==> config.mk <==
export PLATFORM = sky130hd
export DESIGN_NAME = sfp_host_ctrl
export DESIGN_NICKNAME = d
export VERILOG_FILES = /design/src/sfp_pkg.sv /design/src/sfp_interval_timer.sv /design/src/sfp_toggle_track.sv /design/src/sfp_host_ctrl.sv
export VERILOG_INCLUDE_DIRS = /design/src
export SDC_FILE = /design/constraint.sdc
export NUM_CORES = 1
export LEC_CHECK = 0
export ABC_AREA = 1
export BUFFER_PORTS_ARGS = -buffer_cell sky130_fd_sc_hd__clkbuf_2
export CORE_ASPECT_RATIO = 2
export CORE_UTILIZATION = 30
export DETAILED_ROUTE_END_ITERATION = 12
export GPL_TIMING_DRIVEN = 0
export SYNTH_ARGS = -nofsm -noshare
export SYNTH_HDL_FRONTEND = slang
export SYNTH_HIERARCHICAL = 1
export SYNTH_SLANG_ARGS = --single-unit
==> constraint.sdc <==
create_clock -name i_core_clk -period 5.59 [get_ports i_core_clk]
set_clock_uncertainty 0.1 [all_clocks]
set_input_delay 0.2795 -clock i_core_clk [delete_from_list [all_inputs] [get_ports i_core_clk]]
set_output_delay 0.2795 -clock i_core_clk [all_outputs]
set_load 0.02 [all_outputs]
==> src/sfp_consts.svh <==
// Constants of the sector flash program controller
`ifndef SFP_CONSTS_SVH
`define SFP_CONSTS_SVH

// Register byte offsets
`define SFP_REG_ADDR      8'h00
`define SFP_REG_WDATA     8'h04
`define SFP_REG_CMD       8'h08
`define SFP_REG_STAT      8'h0c
`define SFP_REG_RDATA     8'h10

// Status fields
`define SFP_ST_BUSY       0
`define SFP_ST_LOAD_OPEN  1
`define SFP_ST_PROG       2
`define SFP_ST_STICKY_LSB 3
`define SFP_ST_LCNT_LSB   8

// Sticky flag positions inside the sticky group
`define SFP_FL_DONE       0
`define SFP_FL_TMO        1
`define SFP_FL_SECT_ERR   2
`define SFP_FL_PARTIAL    3

// Reset values
`define SFP_ADDR_RST      19'h00000
`define SFP_BYTE_RST      8'h00
`define SFP_STICKY_RST    4'h0

// Sector geometry
`define SFP_SECTOR_BYTES  9'h100
`define SFP_CMD_ADDR_MSB  14

// Timing in printed units and derived cycle counts
`define SFP_CLK_MHZ       200
`define SFP_AS_NS         10
`define SFP_WP_NS         90
`define SFP_DH_NS         10
`define SFP_WPH_NS        100
`define SFP_ACC_NS        90
`define SFP_OEHP_NS       150
`define SFP_BLC_US        150
`define SFP_WC_MS         10
`define SFP_NS2CYC(ns)    (((ns) * `SFP_CLK_MHZ + 999) / 1000)
`define SFP_AS_CYC        `SFP_NS2CYC(`SFP_AS_NS)
`define SFP_WP_CYC        `SFP_NS2CYC(`SFP_WP_NS)
`define SFP_DH_CYC        `SFP_NS2CYC(`SFP_DH_NS)
`define SFP_WPH_CYC       `SFP_NS2CYC(`SFP_WPH_NS)
`define SFP_ACC_CYC       `SFP_NS2CYC(`SFP_ACC_NS)
`define SFP_OEHP_CYC      `SFP_NS2CYC(`SFP_OEHP_NS)
`define SFP_BLC_CYC       (`SFP_BLC_US * `SFP_CLK_MHZ)
`define SFP_WC_CYC        (`SFP_WC_MS * `SFP_CLK_MHZ * 1000)

`endif

==> src/sfp_pkg.sv <==
// Types of the sector flash program controller
package sfp_pkg;

    typedef enum logic [4:0] {
        ST_IDLE   = 5'h01,
        ST_SETUP  = 5'h02,
        ST_STROBE = 5'h04,
        ST_HOLD   = 5'h08,
        ST_REC    = 5'h10
    } sfp_state_e;

    typedef enum logic [1:0] {
        OP_READ = 2'h0,
        OP_LOAD = 2'h1,
        OP_CMDW = 2'h2,
        OP_POLL = 2'h3
    } sfp_op_e;

endpackage

==> src/sfp_interval_timer.sv <==
// Interval timer that flags the end of a programmable count
module sfp_interval_timer #(
    parameter int LIMIT = 30000
) (
    input  wire logic i_core_clk,
    input  wire logic i_rst,
    input  wire logic i_ce,
    input  wire logic i_start,
    output logic      o_run,
    output logic      o_expired
);
    localparam int W = $clog2(LIMIT + 1);

    generate
        if (LIMIT < 2) begin : g_bad_limit
            $error("sfp_interval_timer: LIMIT must be at least 2");
        end
    endgenerate

    logic [W-1:0] cnt_q;
    logic [W-1:0] cnt_d;
    logic         run_q;
    logic         run_d;
    logic         exp_q;
    logic         exp_d;

    always_comb begin
        cnt_d = cnt_q;
        run_d = run_q;
        exp_d = 1'b0;
        if (i_start) begin
            cnt_d = '0;
            run_d = 1'b1;
        end else if (run_q) begin
            if (cnt_q == W'(LIMIT - 1)) begin
                run_d = 1'b0;
                exp_d = 1'b1;
            end else begin
                cnt_d = cnt_q + W'(1);
            end
        end
    end

    always_ff @(posedge i_core_clk) begin
        if (i_rst) begin
            cnt_q <= '0;
            run_q <= 1'b0;
            exp_q <= 1'b0;
        end else if (i_ce) begin
            cnt_q <= cnt_d;
            run_q <= run_d;
            exp_q <= exp_d;
        end
    end

    assign o_run     = run_q;
    assign o_expired = exp_q;
endmodule

==> src/sfp_toggle_track.sv <==
// Tracks successive toggle bit samples and reports when they agree
module sfp_toggle_track (
    input  wire logic i_core_clk,
    input  wire logic i_rst,
    input  wire logic i_ce,
    input  wire logic i_clear,
    input  wire logic i_sample,
    input  wire logic i_bit,
    output logic      o_stable
);
    logic prev_q;
    logic prev_d;
    logic valid_q;
    logic valid_d;
    logic stable_q;
    logic stable_d;

    always_comb begin
        prev_d   = prev_q;
        valid_d  = valid_q;
        stable_d = stable_q;
        if (i_clear) begin
            valid_d  = 1'b0;
            stable_d = 1'b0;
        end else if (i_sample) begin
            stable_d = valid_q && (i_bit == prev_q);
            prev_d   = i_bit;
            valid_d  = 1'b1;
        end
    end

    always_ff @(posedge i_core_clk) begin
        if (i_rst) begin
            prev_q   <= 1'b0;
            valid_q  <= 1'b0;
            stable_q <= 1'b0;
        end else if (i_ce) begin
            prev_q   <= prev_d;
            valid_q  <= valid_d;
            stable_q <= stable_d;
        end
    end

    assign o_stable = stable_q;
endmodule

==> src/sfp_host_ctrl.sv <==
// Host controller driving a parallel sector flash from Wishbone registers
//
// Chosen here: the Wishbone interface to the registers and the address map.
`include "sfp_consts.svh"
module sfp_host_ctrl #(
    parameter int P_WINDOW_CYC = `SFP_BLC_CYC,
    parameter int P_PROG_CYC   = `SFP_WC_CYC
) (
    input  wire logic        i_core_clk,
    input  wire logic        i_rst,
    input  wire logic        i_ce,
    input  wire logic        i_wb_cyc,
    input  wire logic        i_wb_stb,
    input  wire logic        i_wb_we,
    input  wire logic [7:0]  i_wb_adr,
    input  wire logic [3:0]  i_wb_sel,
    input  wire logic [31:0] i_wb_dat,
    output logic      [31:0] o_wb_dat,
    output logic             o_wb_ack,
    output logic             o_ce_n,
    output logic             o_oe_n,
    output logic             o_we_n,
    output logic      [18:0] o_addr,
    output logic      [7:0]  o_dq_o,
    output logic             o_dq_oe_n,
    input  wire logic [7:0]  i_dq_i
);
    generate
        if (P_WINDOW_CYC < 2 || P_PROG_CYC < 2) begin : g_bad_params
            $error("sfp_host_ctrl: timer counts must be at least 2");
        end
    endgenerate

    ////////////////////////////////////////////////////////////////////////////
    // Declarations
    sfp_pkg::sfp_state_e state_q, state_d;
    sfp_pkg::sfp_op_e    op_q, op_d;
    logic [7:0]  cnt_q, cnt_d;
    logic [18:0] addr_q, addr_d;
    logic [7:0]  wdata_q, wdata_d;
    logic [7:0]  rdata_q, rdata_d;
    logic [10:0] sector_q, sector_d;
    logic [8:0]  lcnt_q, lcnt_d;
    logic        lopen_q, lopen_d;
    logic        prog_q, prog_d;
    logic [3:0]  sticky_q, sticky_d, sticky_set, sticky_clr;
    logic        ce_n_q, ce_n_d, oe_n_q, oe_n_d, we_n_q, we_n_d;
    logic [18:0] pa_q, pa_d;
    logic [7:0]  dqo_q, dqo_d;
    logic        dqoe_n_q, dqoe_n_d;
    logic        ack_q, ack_d;
    logic [31:0] wbd_q, wbd_d;
    logic        wb_req, wb_wr, start;
    logic        is_rd;
    logic [31:0] status;
    logic        win_start, win_exp, prog_start, prog_exp;
    logic        tog_clear, tog_sample, tog_stable;

    ////////////////////////////////////////////////////////////////////////////
    // Timers and toggle tracking
    sfp_interval_timer #(.LIMIT(P_WINDOW_CYC)) u_win_timer (
        .i_core_clk (i_core_clk),
        .i_rst      (i_rst),
        .i_ce       (i_ce),
        .i_start    (win_start),
        .o_run      (),
        .o_expired  (win_exp)
    );

    sfp_interval_timer #(.LIMIT(P_PROG_CYC)) u_prog_timer (
        .i_core_clk (i_core_clk),
        .i_rst      (i_rst),
        .i_ce       (i_ce),
        .i_start    (prog_start),
        .o_run      (),
        .o_expired  (prog_exp)
    );

    sfp_toggle_track u_toggle (
        .i_core_clk (i_core_clk),
        .i_rst      (i_rst),
        .i_ce       (i_ce),
        .i_clear    (tog_clear),
        .i_sample   (tog_sample),
        .i_bit      (i_dq_i[6]),
        .o_stable   (tog_stable)
    );

    ////////////////////////////////////////////////////////////////////////////
    // Wishbone register slave
    assign wb_req = i_wb_cyc && i_wb_stb && !ack_q;
    assign wb_wr  = wb_req && i_wb_we;
    assign start  = wb_wr && (i_wb_adr == `SFP_REG_CMD) && i_wb_sel[0];
    assign sticky_clr = (wb_wr && (i_wb_adr == `SFP_REG_STAT) && i_wb_sel[0]) ?
                        i_wb_dat[`SFP_ST_STICKY_LSB +: 4] : 4'h0;

    always_comb begin
        status = 32'h0;
        status[`SFP_ST_BUSY]              = (state_q != sfp_pkg::ST_IDLE);
        status[`SFP_ST_LOAD_OPEN]         = lopen_q;
        status[`SFP_ST_PROG]              = prog_q;
        status[`SFP_ST_STICKY_LSB +: 4]   = sticky_q;
        status[`SFP_ST_LCNT_LSB +: 9]     = lcnt_q;
    end

    always_comb begin
        ack_d   = wb_req;
        wbd_d   = wbd_q;
        addr_d  = addr_q;
        wdata_d = wdata_q;
        if (wb_req && !i_wb_we) begin
            case (i_wb_adr)
                `SFP_REG_ADDR:  wbd_d = {13'h0, addr_q};
                `SFP_REG_WDATA: wbd_d = {24'h0, wdata_q};
                `SFP_REG_STAT:  wbd_d = status;
                `SFP_REG_RDATA: wbd_d = {24'h0, rdata_q};
                default:        wbd_d = 32'h0;
            endcase
        end
        if (wb_wr && i_wb_adr == `SFP_REG_ADDR) begin
            if (i_wb_sel[0]) begin
                addr_d[7:0] = i_wb_dat[7:0];
            end
            if (i_wb_sel[1]) begin
                addr_d[15:8] = i_wb_dat[15:8];
            end
            if (i_wb_sel[2]) begin
                addr_d[18:16] = i_wb_dat[18:16];
            end
        end
        if (wb_wr && i_wb_adr == `SFP_REG_WDATA && i_wb_sel[0]) begin
            wdata_d = i_wb_dat[7:0];
        end
    end

    always_ff @(posedge i_core_clk) begin
        if (i_rst) begin
            ack_q   <= 1'b0;
            wbd_q   <= 32'h0;
            addr_q  <= `SFP_ADDR_RST;
            wdata_q <= `SFP_BYTE_RST;
        end else if (i_ce) begin
            ack_q   <= ack_d;
            wbd_q   <= wbd_d;
            addr_q  <= addr_d;
            wdata_q <= wdata_d;
        end
    end

    ////////////////////////////////////////////////////////////////////////////
    // Pin cycle engine
    assign is_rd = (op_q == sfp_pkg::OP_READ) || (op_q == sfp_pkg::OP_POLL);

    always_comb begin
        state_d    = state_q;
        op_d       = op_q;
        cnt_d      = cnt_q;
        rdata_d    = rdata_q;
        sector_d   = sector_q;
        lcnt_d     = lcnt_q;
        lopen_d    = lopen_q;
        prog_d     = prog_q;
        ce_n_d     = ce_n_q;
        oe_n_d     = oe_n_q;
        we_n_d     = we_n_q;
        pa_d       = pa_q;
        dqo_d      = dqo_q;
        dqoe_n_d   = dqoe_n_q;
        sticky_set = 4'h0;
        win_start  = 1'b0;
        prog_start = 1'b0;
        tog_clear  = 1'b0;
        tog_sample = 1'b0;
        if (win_exp) begin
            lopen_d    = 1'b0;
            prog_d     = 1'b1;
            prog_start = 1'b1;
            if (lcnt_q != `SFP_SECTOR_BYTES) begin
                sticky_set[`SFP_FL_PARTIAL] = 1'b1;
            end
        end
        if (prog_exp) begin
            prog_d = 1'b0;
        end
        case (state_q)
            sfp_pkg::ST_IDLE: begin
                if (start) begin
                    op_d  = sfp_pkg::sfp_op_e'(i_wb_dat[1:0]);
                    pa_d  = addr_q;
                    dqo_d = wdata_q;
                    if (i_wb_dat[1:0] == sfp_pkg::OP_CMDW) begin
                        pa_d = {4'h0, addr_q[`SFP_CMD_ADDR_MSB:0]};
                    end
                    if (i_wb_dat[1:0] == sfp_pkg::OP_LOAD && lopen_q &&
                        (addr_q[18:8] != sector_q || lcnt_q == `SFP_SECTOR_BYTES)) begin
                        sticky_set[`SFP_FL_SECT_ERR] = 1'b1;
                    end else begin
                        state_d  = sfp_pkg::ST_SETUP;
                        cnt_d    = 8'(`SFP_AS_CYC - 1);
                        dqoe_n_d = i_wb_dat[1:0] == sfp_pkg::OP_READ ||
                                   i_wb_dat[1:0] == sfp_pkg::OP_POLL;
                        tog_clear = (i_wb_dat[1:0] == sfp_pkg::OP_POLL);
                        if (i_wb_dat[1:0] == sfp_pkg::OP_LOAD && !lopen_q) begin
                            sector_d = addr_q[18:8];
                            lcnt_d   = 9'h000;
                        end
                    end
                end
            end
            sfp_pkg::ST_SETUP: begin
                cnt_d = cnt_q - 8'h01;
                if (cnt_q == 8'h00) begin
                    state_d = sfp_pkg::ST_STROBE;
                    ce_n_d  = 1'b0;
                    oe_n_d  = !is_rd;
                    we_n_d  = is_rd;
                    cnt_d   = is_rd ? 8'(`SFP_ACC_CYC - 1) : 8'(`SFP_WP_CYC - 1);
                end
            end
            sfp_pkg::ST_STROBE: begin
                cnt_d = cnt_q - 8'h01;
                if (cnt_q == 8'h00) begin
                    state_d = sfp_pkg::ST_HOLD;
                    ce_n_d  = 1'b1;
                    oe_n_d  = 1'b1;
                    we_n_d  = 1'b1;
                    cnt_d   = 8'(`SFP_DH_CYC - 1);
                    if (is_rd) begin
                        rdata_d    = i_dq_i;
                        tog_sample = (op_q == sfp_pkg::OP_POLL);
                    end
                    if (op_q == sfp_pkg::OP_LOAD) begin
                        lcnt_d    = lcnt_q + 9'h001;
                        lopen_d   = 1'b1;
                        win_start = 1'b1;
                    end
                end
            end
            sfp_pkg::ST_HOLD: begin
                cnt_d = cnt_q - 8'h01;
                if (cnt_q == 8'h00) begin
                    state_d  = sfp_pkg::ST_REC;
                    dqoe_n_d = 1'b1;
                    cnt_d    = is_rd ? 8'(`SFP_OEHP_CYC - 1) : 8'(`SFP_WPH_CYC - 1);
                end
            end
            sfp_pkg::ST_REC: begin
                cnt_d = cnt_q - 8'h01;
                if (cnt_q == 8'h00) begin
                    state_d = sfp_pkg::ST_IDLE;
                    if (op_q == sfp_pkg::OP_POLL) begin
                        if (tog_stable) begin
                            sticky_set[`SFP_FL_DONE] = 1'b1;
                            prog_d = 1'b0;
                        end else if (!prog_q) begin
                            sticky_set[`SFP_FL_TMO] = 1'b1;
                        end else begin
                            state_d = sfp_pkg::ST_SETUP;
                            cnt_d   = 8'(`SFP_AS_CYC - 1);
                        end
                    end
                end
            end
            default: begin
                state_d = sfp_pkg::ST_IDLE;
            end
        endcase
        sticky_d = (sticky_q & ~sticky_clr) | sticky_set;
    end

    always_ff @(posedge i_core_clk) begin
        if (i_rst) begin
            state_q  <= sfp_pkg::ST_IDLE;
            op_q     <= sfp_pkg::OP_READ;
            cnt_q    <= 8'h00;
            rdata_q  <= `SFP_BYTE_RST;
            sector_q <= 11'h000;
            lcnt_q   <= 9'h000;
            lopen_q  <= 1'b0;
            prog_q   <= 1'b0;
            sticky_q <= `SFP_STICKY_RST;
            ce_n_q   <= 1'b1;
            oe_n_q   <= 1'b1;
            we_n_q   <= 1'b1;
            pa_q     <= `SFP_ADDR_RST;
            dqo_q    <= `SFP_BYTE_RST;
            dqoe_n_q <= 1'b1;
        end else if (i_ce) begin
            state_q  <= state_d;
            op_q     <= op_d;
            cnt_q    <= cnt_d;
            rdata_q  <= rdata_d;
            sector_q <= sector_d;
            lcnt_q   <= lcnt_d;
            lopen_q  <= lopen_d;
            prog_q   <= prog_d;
            sticky_q <= sticky_d;
            ce_n_q   <= ce_n_d;
            oe_n_q   <= oe_n_d;
            we_n_q   <= we_n_d;
            pa_q     <= pa_d;
            dqo_q    <= dqo_d;
            dqoe_n_q <= dqoe_n_d;
        end
    end

    assign o_wb_dat  = wbd_q;
    assign o_wb_ack  = ack_q;
    assign o_ce_n    = ce_n_q;
    assign o_oe_n    = oe_n_q;
    assign o_we_n    = we_n_q;
    assign o_addr    = pa_q;
    assign o_dq_o    = dqo_q;
    assign o_dq_oe_n = dqoe_n_q;

    ////////////////////////////////////////////////////////////////////////////
    // Checks
    logic [5:0] oe_hi_q;
    always_ff @(posedge i_core_clk) begin
        if (i_rst) begin
            oe_hi_q <= 6'h3f;
        end else if (i_ce) begin
            oe_hi_q <= !oe_n_q ? 6'h00 : (oe_hi_q == 6'h3f ? oe_hi_q : oe_hi_q + 6'h01);
        end
    end

    chk_sector_hold: assert property (@(posedge i_core_clk) disable iff (i_rst)
        $fell(o_we_n) && op_q == sfp_pkg::OP_LOAD |-> o_addr[18:8] == sector_q)
        else $error("load strobe outside latched sector");
    chk_oe_high: assert property (@(posedge i_core_clk) disable iff (i_rst)
        !o_we_n || !o_ce_n && op_q != sfp_pkg::OP_READ && op_q != sfp_pkg::OP_POLL |-> o_oe_n)
        else $error("output enable low during write");
    chk_partial_flag: assert property (@(posedge i_core_clk) disable iff (i_rst)
        i_ce && win_exp && lcnt_q != `SFP_SECTOR_BYTES |=> sticky_q[`SFP_FL_PARTIAL])
        else $error("short sector not flagged");
    chk_window_close: assert property (@(posedge i_core_clk) disable iff (i_rst)
        i_ce && win_exp |=> !lopen_q && prog_q)
        else $error("load window did not close into programming");
    chk_cmd_addr: assert property (@(posedge i_core_clk) disable iff (i_rst)
        !o_we_n && op_q == sfp_pkg::OP_CMDW |-> o_addr[18:15] == 4'h0)
        else $error("command address uses upper lines");
    chk_sector_cap: assert property (@(posedge i_core_clk) disable iff (i_rst)
        lcnt_q <= `SFP_SECTOR_BYTES)
        else $error("more loads than a sector holds");
    chk_poll_gap: assert property (@(posedge i_core_clk) disable iff (i_rst)
        $fell(o_oe_n) |-> oe_hi_q >= 6'(`SFP_OEHP_CYC))
        else $error("read strobe high time too short");
    chk_poll_addr: assert property (@(posedge i_core_clk) disable iff (i_rst)
        op_q == sfp_pkg::OP_POLL && $past(state_q) != sfp_pkg::ST_IDLE |-> $stable(o_addr))
        else $error("poll address changed");

    cov_full_sector: cover property (@(posedge i_core_clk) disable iff (i_rst)
        win_exp && lcnt_q == `SFP_SECTOR_BYTES);
    cov_poll_done: cover property (@(posedge i_core_clk) disable iff (i_rst)
        $rose(sticky_q[`SFP_FL_DONE]));
    cov_poll_tmo: cover property (@(posedge i_core_clk) disable iff (i_rst)
        $rose(sticky_q[`SFP_FL_TMO]));
    cov_sect_err: cover property (@(posedge i_core_clk) disable iff (i_rst)
        $rose(sticky_q[`SFP_FL_SECT_ERR]));
endmodule

==> results.json, run 1 <==
{
  "ys_ff_latch": 170,
  "finalNetCount": 1477,
  "grtUsageMet3_pct": 3.27,
  "reg2reg_slack_ns": 2.98,
  "synth_area_leaders": "dfxtp_1 39%, nand2_1 14%, a21oi_1 6.6%, nor2_1 6.5%, inv_1 5.6%",
  "cp_cell_sequence": "inv_1 > ha_1 > nor3b_1 > nand2_2 > nor2_1 > nand2_1 > nand2_4 > buf_6 > nand2_1 > a21oi_1",
  "ant_nets": 0,
  "finalCoreUtilization_pct": 36.3,
  "die_h_um": 243,
  "p_leak_nw": 4.26,
  "synth_top_area_cell": "dfxtp_1",
  "mappedNetlistArea_um2": 8680,
  "wirelength_mm": 27.2,
  "reg2reg_from": "cnt_q[0]",
  "row_count": 87,
  "synth_edf_count": 0,
  "tightest_slew_ns": 0.730,
  "core_area_um2": 28300,
  "endpoint_kind": "flip-flop",
  "ir_drop_mv": 0.203,
  "pin_count": 122,
  "wl_per_cell_um": 15.3,
  "met1_usage_pct": 16.9,
  "critPathMaxStageDelay_ns": 0.49,
  "crit_slowest_cell": "nor2_1",
  "synth_ff_type": "dfxtp_1",
  "start_kind": "flip-flop",
  "drive_gt1_share_pct": 15.2,
  "hpwl_mm": 21.6,
  "grt_overflow": 0,
  "max_cap_viol_count": 0,
  "synth_top_area_share_pct": 39.2,
  "clkLatencyLatePin_ns": 0.45,
  "hold_path_depth": 3,
  "timing.final.crit_period_ns": 2.61,
  "post-route-drc-count": 0,
  "ys_seq_area_share_pct": 39.2,
  "status": "finished, final reports clean",
  "report.final.slew_viol_count": 0,
  "rsz0062_at_grt": "no",
  "hold_path.startpoint": "i_dq_i[1]",
  "syn_inst": 1278,
  "gp_congestion": 0.894,
  "required_ns": 5.85,
  "cts_max_level": 4,
  "grt_start_max_net_pins": 20,
  "cts_buffers": 17,
  "grt_busiest_layer": "met2",
  "worstReg2RegEnd": "u_win_timer/cnt_q[8]",
  "grt_first_pass_wirelength_mm": 42.7,
  "synth_cell_types": 43,
  "start_util_pct": 30.7,
  "port_buffers": 94,
  "hold_violations": 0,
  "slew_headroom_pct": 51.3,
  "fillCellCount": 3046,
  "antennaDiodeCount": 0,
  "cts_resized": 0,
  "finalCritPeriodShare_pct": 46.7,
  "hold_slack_ns": 0.00575,
  "fin_setup_tns_ns": 0,
  "die_area_um2": 29700,
  "power.density_nw_per_um2": 253,
  "root_buffer": "clkbuf_16",
  "hold_path_end": "rdata_q[1]",
  "placed_cell_area_um2": 9640,
  "async_reset_ff_share_pct": 0,
  "critPathKind": "reg -> reg",
  "cts_tree": "built",
  "vias_per_cell": 4.88,
  "first_pass_iters": 7,
  "drt_iter0_drc": 503,
  "clk_pin_slew_ns": 0.07,
  "syn_avg_cell_area_um2": 6.79,
  "antenna_found_initial": 0,
  "setup_violations": 0,
  "syn_to_final_growth_pct": 18.5,
  "synth_common_cells": "323 x nand2_1, 170 x dfxtp_1, 150 x nor2_1",
  "grt_pass1_vias": 8454,
  "synth.most_common_cell": "nand2_1",
  "clock.fmax_mhz": 383,
  "track_usage_pct": 18.8,
  "synth-warning-count": 6,
  "dieWidth_um": 122,
  "cp.arrival_ns": 2.87,
  "hold_class": "in -> reg",
  "stdcell_area_um2": 10300,
  "cts_sinks": 170,
  "path_max_fanout": 10,
  "cts_buffer_depth": 2,
  "vias": 8675,
  "worst_path_most_repeated_cell": "nand2_1",
  "use_met2_pct": 36.7,
  "r2r_cells": 10
}
==> metrics by stage <==
step | instances | power (mW) | setup slack [ns]
detailed placement | 1740 | 1.44 | 2.99
global route | 1777 | 2.69 | 2.80
CTS | 1777 | 2.62 | 2.97
finish | 1777 | 2.60 | 2.98
global placement | 1740 | 1.43 | 3.01
floorplan | 1290 | 1.37 | 3.55
==> layer usage <==
layer / vias up / share of wire (%)
met1: 3939 / 35
met2: 256 / 56
met4: 0 / 6.0
met5: - / 0
met3: 74 / 3.8
li1: 4406 / -
==> repair_timing <==
action                                  CTS  global route
endpoints found under the setup margin    0             0
hold endpoints to repair                  5             0
setup buffers                             0             0
hold buffers                              5             0
==> placed cells by master (no fill, tap or decap), drive strengths merged, types with 19 or more instances in the layout <==
cell type  Yosys  layout
inv          140     142
nor3          27      27
dfxtp        170     170
o21ai         75      75
nand2        334     334
clkbuf        16     131
a211oi        20      20
nor2         171     171
nand4         19      19
a21oi        121     121
nand3         92      92
buf           32      32
==> where the power goes <==
part / leakage, nW / internal [mW] / switching, mW
Combinational: 2.60 / 0.0554 / 0.133
Sequential: 1.37 / 1.22 / 0.00560
Clock: 0.286 / 0.666 / 0.521
Total: 4.26 / 1.94 / 0.659
==> flip-flops by register name, indices dropped and copies added (netlist names), 2 cells and up <==
register	count
rdata_q	8
sector_q	11
u_win_timer/cnt_q	15
lcnt_q	9
o_dq_o	8
addr_q	19
o_addr	19
u_prog_timer/cnt_q	21
op_q	2
state_q	5
cnt_q	8
sticky_q	4
o_wb_dat	19
wdata_q	8
==> layout make-up <==
class                      count  area [um2]  area share [%]
timing repair buffer          99         520            5.06
clock buffer                  21         480            4.67
inverter                     142         533            5.18
tap                          356         445            4.33
clock inverter                11         111            1.08
multi-input combinational    930        4510            43.9
sequential                   170        3400            33.1
buffer                        48         279            2.71
==> worst max path at each step <==
stage / startpoint / endpoint / slack [ns] / cells after the start
final: cnt_q[0] / u_win_timer/cnt_q[8] / 2.98 / 10
after global routing: state_q[1] / u_win_timer/cnt_q[9] / 2.80 / 12
after CTS: cnt_q[0] / u_win_timer/cnt_q[8] / 2.97 / 10
after detailed placement: cnt_q[0] / u_win_timer/cnt_q[8] / 2.99 / 10
after global placement: state_q[1] / u_win_timer/cnt_q[7] / 3.01 / 10
after floorplan: cnt_q[0] / u_win_timer/cnt_q[3] / 3.55 / 12
==> worst max-delay path: cells and delay by family, from the launching register on <==
family	cells	cell delay [ns]
AO/OA/AOI/OAI	1	0.13
adder cells (fa/ha/maj)	1	0.16
buffers and inverters	2	0.32
flip-flops	1	0.31
AND/OR/NAND/NOR	6	1.50
==> cell families (layout without fill, tap and decap cells) <==
| kind of cell | Yosys count | after routing | synth area share [%] |
|---|---|---|---|
| buf+inv | 190 | 321 | 9.36 |
| flops | 170 | 170 | 39.2 |
| xor+xnor | 14 | 14 | 1.41 |
| compound gates | 236 | 236 | 15.1 |
| fa+ha+maj | 11 | 11 | 1.59 |
| simple gates | 656 | 656 | 33.3 |
| other cells | 1 | 13 | 0.0432 |
Note: power is estimated with default switching activity, not from simulation.
==> run 2: changes to the inputs <==
Clock period 5.59 ns to 2.7 ns, I/O delays scaled along.
==> results.json, run 2 (synthesis gave the netlist of run 1 again) <==
{
  "setup_ws_ns": 0.270,
  "cts_tree": "built",
  "p_leak_nw": 4.35,
  "die_h_um": 243,
  "antennaDiodeCount": 0,
  "wirelength_mm": 27.4,
  "status": "finished, final reports clean",
  "grt_start_max_net_pins": 20,
  "core_area_um2": 28300,
  "drt_iter0_drc": 602,
  "cp.arrival_ns": 2.69,
  "gp_congestion": 0.894,
  "tightest_slew_ns": 0.704,
  "slew_headroom_pct": 53.1,
  "die_area_um2": 29700,
  "ff_latch_area_um2": 3400,
  "required_ns": 2.96,
  "hold_path_end": "addr_q[17]",
  "hold_class": "in -> reg",
  "clkLatencyLatePin_ns": 0.45,
  "rsz0062_at_grt": "no",
  "pin_count": 122,
  "fin_setup_tns_ns": 0,
  "dp.cells": 1740,
  "final_cells": 1801,
  "cts_buffer_depth": 2,
  "hold_violations": 0,
  "cts_buffers": 17,
  "highest_layer": "met4",
  "max_cap_viol_count": 0,
  "fillCellCount": 3026,
  "grt_first_pass_wirelength_mm": 43.2,
  "timing.final.crit_period_ns": 2.43,
  "met3_length_um": 883,
  "finalCritPeriodShare_pct": 90.0,
  "vias_per_cell": 4.87,
  "drt-met1-wl_mm": 9.48,
  "clock.fmax_mhz": 412,
  "clk_pin_slew_ns": 0.07,
  "final_common_cell": "nand2_1",
  "post-place-ws_ns": 0.101,
  "wl_met2_mm": 15.4,
  "ir_drop_mv": 0.419,
  "cts_max_level": 4,
  "wl_per_cell_um": 15.2,
  "start_kind": "flip-flop",
  "post-route-drc-count": 0,
  "antenna_found_initial": 0,
  "hpwl_mm": 21.6,
  "final_cell_mix": "323 x nand2_1, 170 x dfxtp_1, 149 x nor2_1",
  "hold_path.startpoint": "i_wb_sel[2]",
  "root_buffer": "clkbuf_16",
  "first_pass_iters": 7,
  "r2r_cells": 10,
  "power.density_nw_per_um2": 514,
  "setup_violations": 0,
  "row_count": 87,
  "endpoint_kind": "flip-flop",
  "hold_path_depth": 3,
  "path_max_fanout": 10,
  "largest_reg_flops": 21,
  "vias": 8771,
  "regMostFlops": "u_prog_timer/cnt_q",
  "grt_pass1_vias": 8595,
  "dieWidth_um": 122,
  "critPathKind": "reg -> reg",
  "multi_input_area_um2": 4510,
  "worstReg2RegEnd": "u_win_timer/cnt_q[8]",
  "grt_overflow": 0,
  "startpoint": "cnt_q[0]",
  "reg2reg_from": "cnt_q[0]",
  "finalNetCount": 1501,
  "start_util_pct": 30.7,
  "report.final.slew_viol_count": 0,
  "syn_to_final_growth_pct": 21.3,
  "cts_sinks": 170,
  "ant_nets": 0,
  "track_usage_pct": 19.0,
  "port_buffers": 94,
  "drive_gt1_share_pct": 15.0,
  "reg2reg_slack_ns": 0.27
}
-- run 2: worst max path at each step --
stage                           endpoint  depth (start not counted)
detailed placement  u_win_timer/cnt_q[8]                         10
floorplan           u_win_timer/cnt_q[3]                         12
global route                 o_wb_dat[9]                         11
global placement    u_win_timer/cnt_q[7]                         10
CTS                 u_win_timer/cnt_q[8]                         10
finish              u_win_timer/cnt_q[8]                         10
-- run 2: report_power, final --
| group | internal [mW] | total [mW] | leakage, nW | switching, mW |
|---|---|---|---|---|
| Combinational | 0.137 | 0.419 | 2.70 | 0.281 |
| Clock | 1.38 | 2.46 | 0.286 | 1.08 |
| Sequential | 2.52 | 2.53 | 1.37 | 0.0115 |
-- run 2: what timing repair did --
action | 4_1_cts | 5_1_grt
endpoints found under the setup margin | 0 | 10
resized for setup | 0 | 1
endpoints found under the hold margin | 44 | 0
hold buffers | 29 | 0
buffers inserted | 0 | 0
-- run 2: stage by stage --
step	instance area (um2)	power, mW	hold WS [ns]	util (%)
floorplan	8720	2.83	0.104	-
global placement	9640	2.97	0.279	34.1
global route	10500	5.60	0.0920	37.2
CTS	10500	5.46	0.0439	37.2
finish	10500	5.41	0.0708	37.2
detailed placement	9640	2.97	0.286	34.1
-- run 2: metal layers --
layer	up-vias	global-route usage, %
met1	4010	16.9
met2	234	37.2
met4	0	12.4
met3	77	3.25
met5	-	0
li1	4450	-
-- run 2: final cells by class --
type	instances	share of cell area, %
sequential	170	32.3
inverter	142	5.06
multi-input combinational	930	42.9
timing repair buffer	123	7.23
tap	356	4.23
clock inverter	11	1.06
clock buffer	21	4.56
buffer	48	2.65
-- run 2: worst max-delay path: stages, from the launching register on --
cell     delay, ns
dfxtp_1       0.31
inv_1         0.14
ha_1          0.16
nor3b_1       0.21
nand2_2       0.17
nor2_2        0.36
nand2_1       0.31
nand2_4       0.21
buf_6         0.18
nand2_1       0.06
a21oi_1       0.13
